<file path="config.mk">
export PLATFORM = sky130hd
export DESIGN_NAME = sewp_status_protect
export DESIGN_NICKNAME = d
export VERILOG_FILES = /design/src/hdl/sewp_pkg.sv /design/src/hdl/sewp_status_protect.sv
export SDC_FILE = /design/constraint.sdc
export NUM_CORES = 1
export LEC_CHECK = 0
export ABC_AREA = 1
export BUFFER_PORTS_ARGS = -buffer_cell sky130_fd_sc_hd__buf_2
export CORE_AREA = 2 2 97 99
export CTS_CLUSTER_DIAMETER = 50
export DETAILED_ROUTE_END_ITERATION = 12
export DIE_AREA = 0 0 99 101
export GPL_TIMING_DRIVEN = 0
export PLACE_DENSITY_LB_ADDON = 0.3
export SKIP_LAST_GASP = 1
export SYNTH_ARGS = -nofsm -noshare
export SYNTH_HDL_FRONTEND = slang
export SYNTH_SLANG_ARGS = --single-unit
</file>
<file path="constraint.sdc">
create_clock -name clock -period 1.7 [get_ports clock]
set_input_delay 0.51 -clock clock [delete_from_list [all_inputs] [get_ports clock]]
set_output_delay 0.51 -clock clock [all_outputs]
set_load 0.01 [all_outputs]
</file>
<file path="src/hdl/sewp_pkg.sv">
`default_nettype none
package sewp_pkg;
  // ==========================================================
  // status register layout
  localparam int STATUS_W = 8;
  localparam int BIT_BUSY = 0;           // ready/busy flag
  localparam int BIT_WEL = 1;            // write-enable latch
  localparam int BIT_BP_LO = 2;          // block_protect_lo
  localparam int BIT_BP_HI = 3;          // block_protect_hi
  localparam int BIT_HW_PROTECT_ENABLE = 7;           // hw_protect_enable
  localparam logic [7:0] STATUS_BUSY_WORD = 8'hff; // every bit reads one while busy
  localparam logic [1:0] BP_RESET = 2'h0;          // shipped value of block protect
  localparam logic HW_PROTECT_ENABLE_RESET = 1'b0;

  // ==========================================================
  // opcodes, upper nibble zero, bit 3 don't care
  localparam logic [3:0] OP_UPPER = 4'h0;
  localparam logic [2:0] OP_SET_WEL = 3'h6;     // set_write_latch_cmd
  localparam logic [2:0] OP_CLR_WEL = 3'h4;     // clear_write_latch_cmd
  localparam logic [2:0] OP_STAT_RD = 3'h5;     // status_read_cmd
  localparam logic [2:0] OP_STAT_WR = 3'h1;     // status_write_cmd
  localparam logic [2:0] OP_ARRAY_WR = 3'h2;    // array write

  // ==========================================================
  // block protect ranges: lowest protected address per level
  localparam logic [1:0] BP_NONE = 2'h0;
  localparam logic [1:0] BP_QUARTER = 2'h1;
  localparam logic [1:0] BP_HALF = 2'h2;
  localparam logic [7:0] QUARTER_BASE = 8'hc0;
  localparam logic [7:0] HALF_BASE = 8'h80;

  // ==========================================================
  // timing: self-timed write cycle
  localparam int CLOCK_PERIOD_NS = 10;
  localparam int WRITE_TIME_NS = 4000000;
  localparam int WRITE_CYCLES = WRITE_TIME_NS / CLOCK_PERIOD_NS; // longest time, rounds down

  // ==========================================================
  // carriers
  typedef struct packed {
    logic cs_n;    // chip select, active low
    logic sck;     // serial clock
    logic si;      // serial data in
    logic hold_n;  // suspend, active low
    logic wp_n;    // write protect, active low
  } sewp_pins_t;

  typedef struct packed {
    logic valid;        // one-cycle write launch
    logic [7:0] addr;
    logic [7:0] data;
  } sewp_array_wr_t;

  // command pending at chip-select release
  typedef enum {CMD_NONE, CMD_SET_WEL, CMD_CLR_WEL, CMD_STAT_WR, CMD_ARRAY_WR} sewp_cmd_t;
endpackage : sewp_pkg
`default_nettype wire

</file>
<file path="src/hdl/sewp_status_protect.sv">
`default_nettype none
module sewp_status_protect #(
  parameter int WRITE_CYCLES = sewp_pkg::WRITE_CYCLES  // self-timed write length in cycles
) (
  input wire logic clock,
  input wire logic arst_n,
  input wire sewp_pkg::sewp_pins_t pins,
  output logic so,
  output logic so_oe,
  output logic busy,
  output logic [7:0] status_shadow,
  output sewp_pkg::sewp_array_wr_t array_wr
);

  // ==========================================================
  // elaboration checks
  if (WRITE_CYCLES < 1) begin : g_bad_cycles
    $error("WRITE_CYCLES must be at least one");
  end

  // ==========================================================
  // pin synchronisers
  sewp_pkg::sewp_pins_t pins_meta;   // first stage, read only by second
  sewp_pkg::sewp_pins_t pins_sync;   // second stage
  logic sck_prev;                    // delayed copy for edge finding
  logic cs_n_prev;                   // delayed copy for edge finding

  // two flops on every pin, then one more for edges
  always_ff @(posedge clock or negedge arst_n) begin
    if (!arst_n) begin
      pins_meta <= '{cs_n: 1'b1, sck: 1'b0, si: 1'b0, hold_n: 1'b1, wp_n: 1'b1};
      pins_sync <= '{cs_n: 1'b1, sck: 1'b0, si: 1'b0, hold_n: 1'b1, wp_n: 1'b1};
      sck_prev <= 1'b0;
      cs_n_prev <= 1'b1;
    end else begin
      pins_meta <= pins;
      pins_sync <= pins_meta;
      sck_prev <= pins_sync.sck;
      cs_n_prev <= pins_sync.cs_n;
    end
  end

  // ==========================================================
  // edge and qualifier decode
  wire selected = !pins_sync.cs_n;
  wire hold_active = !pins_sync.hold_n;
  // hold tied high leaves these edges untouched
  wire sck_ok = selected && !hold_active;
  wire sck_rise = sck_ok && pins_sync.sck && !sck_prev;
  wire sck_fall = sck_ok && !pins_sync.sck && sck_prev;
  wire cs_fall = !pins_sync.cs_n && cs_n_prev;
  wire cs_rise = pins_sync.cs_n && !cs_n_prev;
  wire wp_low = !pins_sync.wp_n;

  // ==========================================================
  // status storage
  logic wel;                  // write-enable latch
  logic [1:0] bp;             // {block_protect_hi, block_protect_lo}
  logic hw_protect_enable;                 // hw_protect_enable
  logic [1:0] bp_pending;     // values waiting for write end
  logic hw_protect_enable_pending;
  logic stat_wr_pending;      // status update due at write end
  logic [$clog2(WRITE_CYCLES+1)-1:0] wr_count; // remaining write cycles

  wire write_busy = (wr_count != '0);
  wire hw_protect = wp_low && hw_protect_enable;

  // readable status; reserved bits zero, all ones while writing
  wire [7:0] status_word = write_busy ? sewp_pkg::STATUS_BUSY_WORD :
      {hw_protect_enable, 3'h0, bp, wel, 1'b0};

  // ==========================================================
  // protection decode
  // lowest protected address test; nothing protected at level 0
  function automatic logic addr_protected(input logic [1:0] level, input logic [7:0] addr);
    case (level)
      sewp_pkg::BP_NONE: addr_protected = 1'b0;
      sewp_pkg::BP_QUARTER: addr_protected = (addr >= sewp_pkg::QUARTER_BASE);
      sewp_pkg::BP_HALF: addr_protected = (addr >= sewp_pkg::HALF_BASE);
      default: addr_protected = 1'b1;
    endcase
  endfunction : addr_protected

  // ==========================================================
  // serial engine state
  typedef enum {ST_OPCODE, ST_ADDR, ST_DATA, ST_STAT_OUT, ST_IGNORE} sewp_state_t;
  sewp_state_t state;
  logic [2:0] bit_cnt;        // bits taken in current byte
  logic [7:0] in_shift;       // bits so far, msb first
  logic [7:0] addr_reg;       // captured array address
  logic [7:0] data_reg;       // last full data byte
  logic data_seen;            // at least one full data byte
  sewp_pkg::sewp_cmd_t cmd;   // command in flight
  logic [2:0] out_cnt;        // status bit position counter
  logic [7:0] out_byte;       // status snapshot being sent

  wire [7:0] next_byte = {in_shift[6:0], pins_sync.si};
  wire byte_done = sck_rise && (bit_cnt == 3'h7);
  wire op_family = (next_byte[7:4] == sewp_pkg::OP_UPPER);
  wire [2:0] op_low = next_byte[2:0];
  wire is_set_wel = op_family && (op_low == sewp_pkg::OP_SET_WEL);
  wire is_clr_wel = op_family && (op_low == sewp_pkg::OP_CLR_WEL);
  wire is_stat_rd = op_family && (op_low == sewp_pkg::OP_STAT_RD);
  wire is_stat_wr = op_family && (op_low == sewp_pkg::OP_STAT_WR);
  wire is_arr_wr = op_family && (op_low == sewp_pkg::OP_ARRAY_WR);

  // ==========================================================
  // launch decisions at chip-select release
  // status write: latch set and not hardware protected
  wire stat_wr_go = cs_rise && (cmd == sewp_pkg::CMD_STAT_WR) && data_seen &&
      wel && !hw_protect && !write_busy;
  // array write: latch set and address outside the chosen blocks
  wire arr_wr_go = cs_rise && (cmd == sewp_pkg::CMD_ARRAY_WR) && data_seen &&
      wel && !addr_protected(bp, addr_reg) && !write_busy;
  // a set enable may not be cleared while the pin is low
  wire next_hw_protect_enable = (wp_low && hw_protect_enable) ? 1'b1 : data_reg[sewp_pkg::BIT_HW_PROTECT_ENABLE];
  wire [1:0] next_bp = {data_reg[sewp_pkg::BIT_BP_HI], data_reg[sewp_pkg::BIT_BP_LO]};

  // ==========================================================
  // instruction sequencer
  // hold freezes every counter here since no edge is qualified
  always_ff @(posedge clock or negedge arst_n) begin
    if (!arst_n) begin
      state <= ST_OPCODE;
      bit_cnt <= 3'h0;
      in_shift <= 8'h00;
      addr_reg <= 8'h00;
      data_reg <= 8'h00;
      data_seen <= 1'b0;
      cmd <= sewp_pkg::CMD_NONE;
    end else if (cs_fall) begin
      // fresh instruction each time select drops
      state <= ST_OPCODE;
      bit_cnt <= 3'h0;
      data_seen <= 1'b0;
      cmd <= sewp_pkg::CMD_NONE;
    end else if (sck_rise) begin
      in_shift <= next_byte;
      bit_cnt <= bit_cnt + 3'h1;
      if (byte_done) begin
        case (state)
          ST_OPCODE: begin
            // busy device answers only the status read
            if (is_stat_rd) begin
              state <= ST_STAT_OUT;
            end else if (write_busy) begin
              state <= ST_IGNORE;
            end else if (is_set_wel) begin
              cmd <= sewp_pkg::CMD_SET_WEL;
              state <= ST_IGNORE;
            end else if (is_clr_wel) begin
              cmd <= sewp_pkg::CMD_CLR_WEL;
              state <= ST_IGNORE;
            end else if (is_stat_wr) begin
              cmd <= sewp_pkg::CMD_STAT_WR;
              state <= ST_DATA;
            end else if (is_arr_wr) begin
              cmd <= sewp_pkg::CMD_ARRAY_WR;
              state <= ST_ADDR;
            end else begin
              // reads and id page live elsewhere
              state <= ST_IGNORE;
            end
          end
          ST_ADDR: begin
            addr_reg <= next_byte;
            state <= ST_DATA;
          end
          ST_DATA: begin
            // only the last byte is kept; page buffering is elsewhere
            data_reg <= next_byte;
            data_seen <= 1'b1;
          end
          ST_STAT_OUT: state <= ST_STAT_OUT;
          ST_IGNORE: state <= ST_IGNORE;
          default: state <= ST_IGNORE;
        endcase
      end
    end
  end

  // ==========================================================
  // serial output, changed on falling edges only
  // output disabled while deselected or held
  always_ff @(posedge clock or negedge arst_n) begin
    if (!arst_n) begin
      so <= 1'b0;
      so_oe <= 1'b0;
      out_cnt <= 3'h0;
      out_byte <= 8'h00;
    end else begin
      so_oe <= selected && !hold_active && (state == ST_STAT_OUT);
      if (cs_fall) begin
        out_cnt <= 3'h0;
      end else if (sck_fall && (state == ST_STAT_OUT)) begin
        out_cnt <= out_cnt + 3'h1;
        // fresh snapshot at each byte so polling sees the latest word
        if (out_cnt == 3'h0) begin
          out_byte <= status_word;
          so <= status_word[7];
        end else begin
          so <= out_byte[3'h7 - out_cnt];
        end
      end
    end
  end

  // ==========================================================
  // write cycle timer and status commit
  // trade-off: no array timing model, one fixed cycle length for both writes
  always_ff @(posedge clock or negedge arst_n) begin
    if (!arst_n) begin
      wel <= 1'b0;
      bp <= sewp_pkg::BP_RESET;
      hw_protect_enable <= sewp_pkg::HW_PROTECT_ENABLE_RESET;
      bp_pending <= sewp_pkg::BP_RESET;
      hw_protect_enable_pending <= sewp_pkg::HW_PROTECT_ENABLE_RESET;
      stat_wr_pending <= 1'b0;
      wr_count <= '0;
    end else begin
      if (stat_wr_go || arr_wr_go) begin
        wr_count <= WRITE_CYCLES[$bits(wr_count)-1:0];
        stat_wr_pending <= stat_wr_go;
        bp_pending <= next_bp;
        hw_protect_enable_pending <= next_hw_protect_enable;
      end else if (wr_count == {{($bits(wr_count)-1){1'b0}}, 1'b1}) begin
        // commit only when the cycle finishes
        wr_count <= '0;
        wel <= 1'b0;
        stat_wr_pending <= 1'b0;
        if (stat_wr_pending) begin
          bp <= bp_pending;
          hw_protect_enable <= hw_protect_enable_pending;
        end
      end else if (write_busy) begin
        wr_count <= wr_count - {{($bits(wr_count)-1){1'b0}}, 1'b1};
      end else if (cs_rise && (cmd == sewp_pkg::CMD_SET_WEL)) begin
        wel <= 1'b1;
      end else if (cs_rise && (cmd == sewp_pkg::CMD_CLR_WEL)) begin
        wel <= 1'b0;
      end
    end
  end

  // ==========================================================
  // registered outputs toward the array and system
  always_ff @(posedge clock or negedge arst_n) begin
    if (!arst_n) begin
      array_wr <= '0;
      busy <= 1'b0;
      status_shadow <= 8'h00;
    end else begin
      array_wr.valid <= arr_wr_go;
      if (arr_wr_go) begin
        array_wr.addr <= addr_reg;
        array_wr.data <= data_reg;
      end
      busy <= write_busy;
      status_shadow <= status_word;
    end
  end

endmodule : sewp_status_protect
`default_nettype wire

</file>
==> impl_metrics.yaml <==
run_status:
  status: "finished clean"
flow_run:
  drv_cap: 0
global_routing:
  grt-ovfl-total: 0
  grt_pass1_wl_mm: 16.3
  grt_max_degree: 63
  antenna_found_initial: 0
  grt_pass1_vias: 3571
  gr-usage-all-layers_pct: 20.6
sta:
  fin_crit_sh_pct: 99.5
  hold_viol_final: 0
  final_max_slew_viol_count: 0
  max-slew-margin-rel_pct: 63.3
  fin_setup_tns_ns: 0
  skew_ns: 0.0212
  worst_pin_slew_ns: 0.550
  finalCriticalPeriod_ns: 1.69
  setup_violations: 0
  rsz0062_at_grt: "yes"
  fmax_ghz: 0.591
clocking:
  clockBufferDepth: 2
  clockRootBuffer: "clkbuf_8"
  cts.clk_slew.worst_paths_ns: 0.10
  cts.sink_count: 104
  clk_latency_ns: 0.38
  cts_hold_buf: 0
  cts_tree: "yes"
  cts_buffers: 9
  h-tree-depth: 3
min_path:
  hold_path.class: "in2async"
route:
  ant_nets: 0
  via_per_inst: 5.11
  vias: 3713
  top_layer_used: "met4"
  wl_met3_um: 318
  wl_met1_mm: 4.18
  finalWirelength_mm: 9.89
  drtPass1Iterations: 4
  initialDrtViolationCount: 167
  dr_wl_met2_mm: 5.21
  wl_per_cell_um: 13.6
  drcViolationCount: 0
worst_setup_path:
  cp_data_required_time_ns: 1.97
  critPathArrivalTime_ns: 1.96
  crit_path_end_kind: "flop"
  cp-start-kind: "flop"
  worst-setup-path-type: "reg2reg"
  path_max_fanout: 10
logic_synthesis:
  syn-mean-instance-area_um2: 8.96
  synth.ff_latch_count: 104
  yosys.area.top_type: "dfrtp_1"
  yosysMostFrequentCell: "nand2_1"
  yosysSeqAreaShare_pct: 55.1
  synthTopCellsByArea: "dfrtp_1 (51%), nand2_1 (11%), nor2_1 (4.8%), dfstp_2 (3.9%), inv_1 (3.6%)"
  ys.flop_type: "dfrtp_1"
  synth_top_cells_by_count: "nand2_1 (140), dfrtp_1 (97), nor2_1 (60), inv_1 (45)"
  synth_area_um2: 4740
  syn-num-nets: 542
  ys_types: 44
  synth_top_cell_area_share_pct: 51.2
  ys_warn_count: 0
  ys_async_sr_fraction_pct: 100
  syn_inst: 529
  synth_edf_count: 0
floorplanning:
  die_w_um: 99
  dieArea_um2: 10000
  boundaryPins: 35
  start_util_pct: 52.8
  core_area_um2: 8980
  rows: 35
  die_h_um: 101
power:
  p_leak_uw: 0.00310
  p_per_area_nw_per_um2: 766
  fin_total_pwr_uw: 4440
  ir_worst_vdd_mv: 0.508
layout:
  drive_gt1_share_pct: 30.9
  largest-register: "wr_count"
  largest_reg_flops: 19
  area_growth_pct: 22.3
  finalNetCount: 623
  largest_registers: "wr_count (19), array_wr (17)"
  diodes: 0
place:
  portBuffers: 34
  gp_congestion: 0.867
  place_hpwl_mm: 6.55
[area by class of cell]
type                            instances  area [µm²]
Buffer                                 11         106
Multi-Input combinational cell        362        2070
Tap cell                              111         139
Timing Repair Buffer                   68         460
Clock inverter                          7        71.3
Fill cell                             729        3180
Sequential cell                       104        2620
Clock buffer                            9         124
Inverter                               54         208
[routing by layer]
layer  vias to the layer above  track usage (%)
li1                       1851                -
met1                      1794             25.3
met2                        54             36.0
met3                        14             4.65
met4                         0             7.06
met5                         -                0
[power breakdown]
part | leakage, µW | switching, µW | internal (µW)
Clock | 0.0000983 | 923 | 578
Sequential | 0.00140 | 59.7 | 2550
Combinational | 0.00160 | 220 | 106
[placed cells by master (no fill, tap or decap), types with 11 or more instances in the layout]
master   synthesis  final
nand4_1         11     11
nand2_2         11     26
nand3_1         23     18
buf_4            4     34
o21ai_1         26     23
buf_2            4     34
nor2_1          60     50
dfrtp_1         97     94
nand2_1        140    123
o21ai_0         26     23
inv_1           45     43
[critical path, stage by stage, from the launching register on]
cell and delay, ns:
dfrtp_1 0.42, inv_2 0.10, ha_4 0.16, nand2_4 0.07, nor2_8 0.16, nand2_4 0.08
nor2_8 0.16, nand2_4 0.12, buf_4 0.20, nand2_1 0.06, nand2_1 0.05
[through the flow]
| stage | instances | utilization, % | setup slack [ns] | hold WS, ns | instance area (µm²) |
|---|---|---|---|---|---|
| 2_1_floorplan | 529 | - | 0.00514 | 0.214 | 4740 |
| 3_5_place_dp | 675 | 56.6 | -0.266 | 0.336 | 5080 |
| 6_report | 726 | 64.6 | 0.00930 | 0.108 | 5800 |
| 5_1_grt | 726 | 64.6 | -0.0860 | 0.137 | 5800 |
| 4_1_cts | 709 | 61.0 | 0.00173 | 0.116 | 5480 |
| 3_3_place_gp | 674 | 56.3 | -0.969 | 0.331 | 5050 |
[worst paths after layout]
path | startpoint | endpoint | slack (ns) | depth (start not counted)
max in group asynchronous | arst_n | cs_n_prev$_DFF_PN1_ | 0.86 | 2
setup / recovery | wr_count[1]$_DFFE_PN0P_ | array_wr[4]$_DFFE_PN0P_ | 0.009 | 10
setup reg to reg | wr_count[1]$_DFFE_PN0P_ | array_wr[4]$_DFFE_PN0P_ | 0.009 | 10
hold / removal | arst_n | array_wr[7]$_DFFE_PN0P_ | 0.11 | 1
hold reg to reg | pins_meta[3]$_DFF_PN0_ | pins_sync[3]$_DFF_PN0_ | 0.36 | 0
min in group clock | pins[0] | pins_meta[0]$_DFF_PN1_ | 0.22 | 1
[logic make-up (layout without fill, tap and decap cells)]
logic type	count (synthesis)	after routing	share of synthesized area [%]
AOI/OAI and AO/OA	67	67	7.86
xor gates and xnor gates	10	10	1.85
adders and majority gates	6	6	1.58
buffers and inverters	65	149	6.12
DFF	104	104	55.1
and+or+nand+nor	277	279	27.5
[timing repair]
| action | CTS | global route |
|---|---|---|
| gates resized for setup | 20 | 57 |
| buffers inserted | 17 | 14 |
| endpoints found under the setup margin | 75 | 73 |
| cloned | 2 | 3 |
| pin swaps | 9 | 15 |
(Power assumes the default switching activity.)
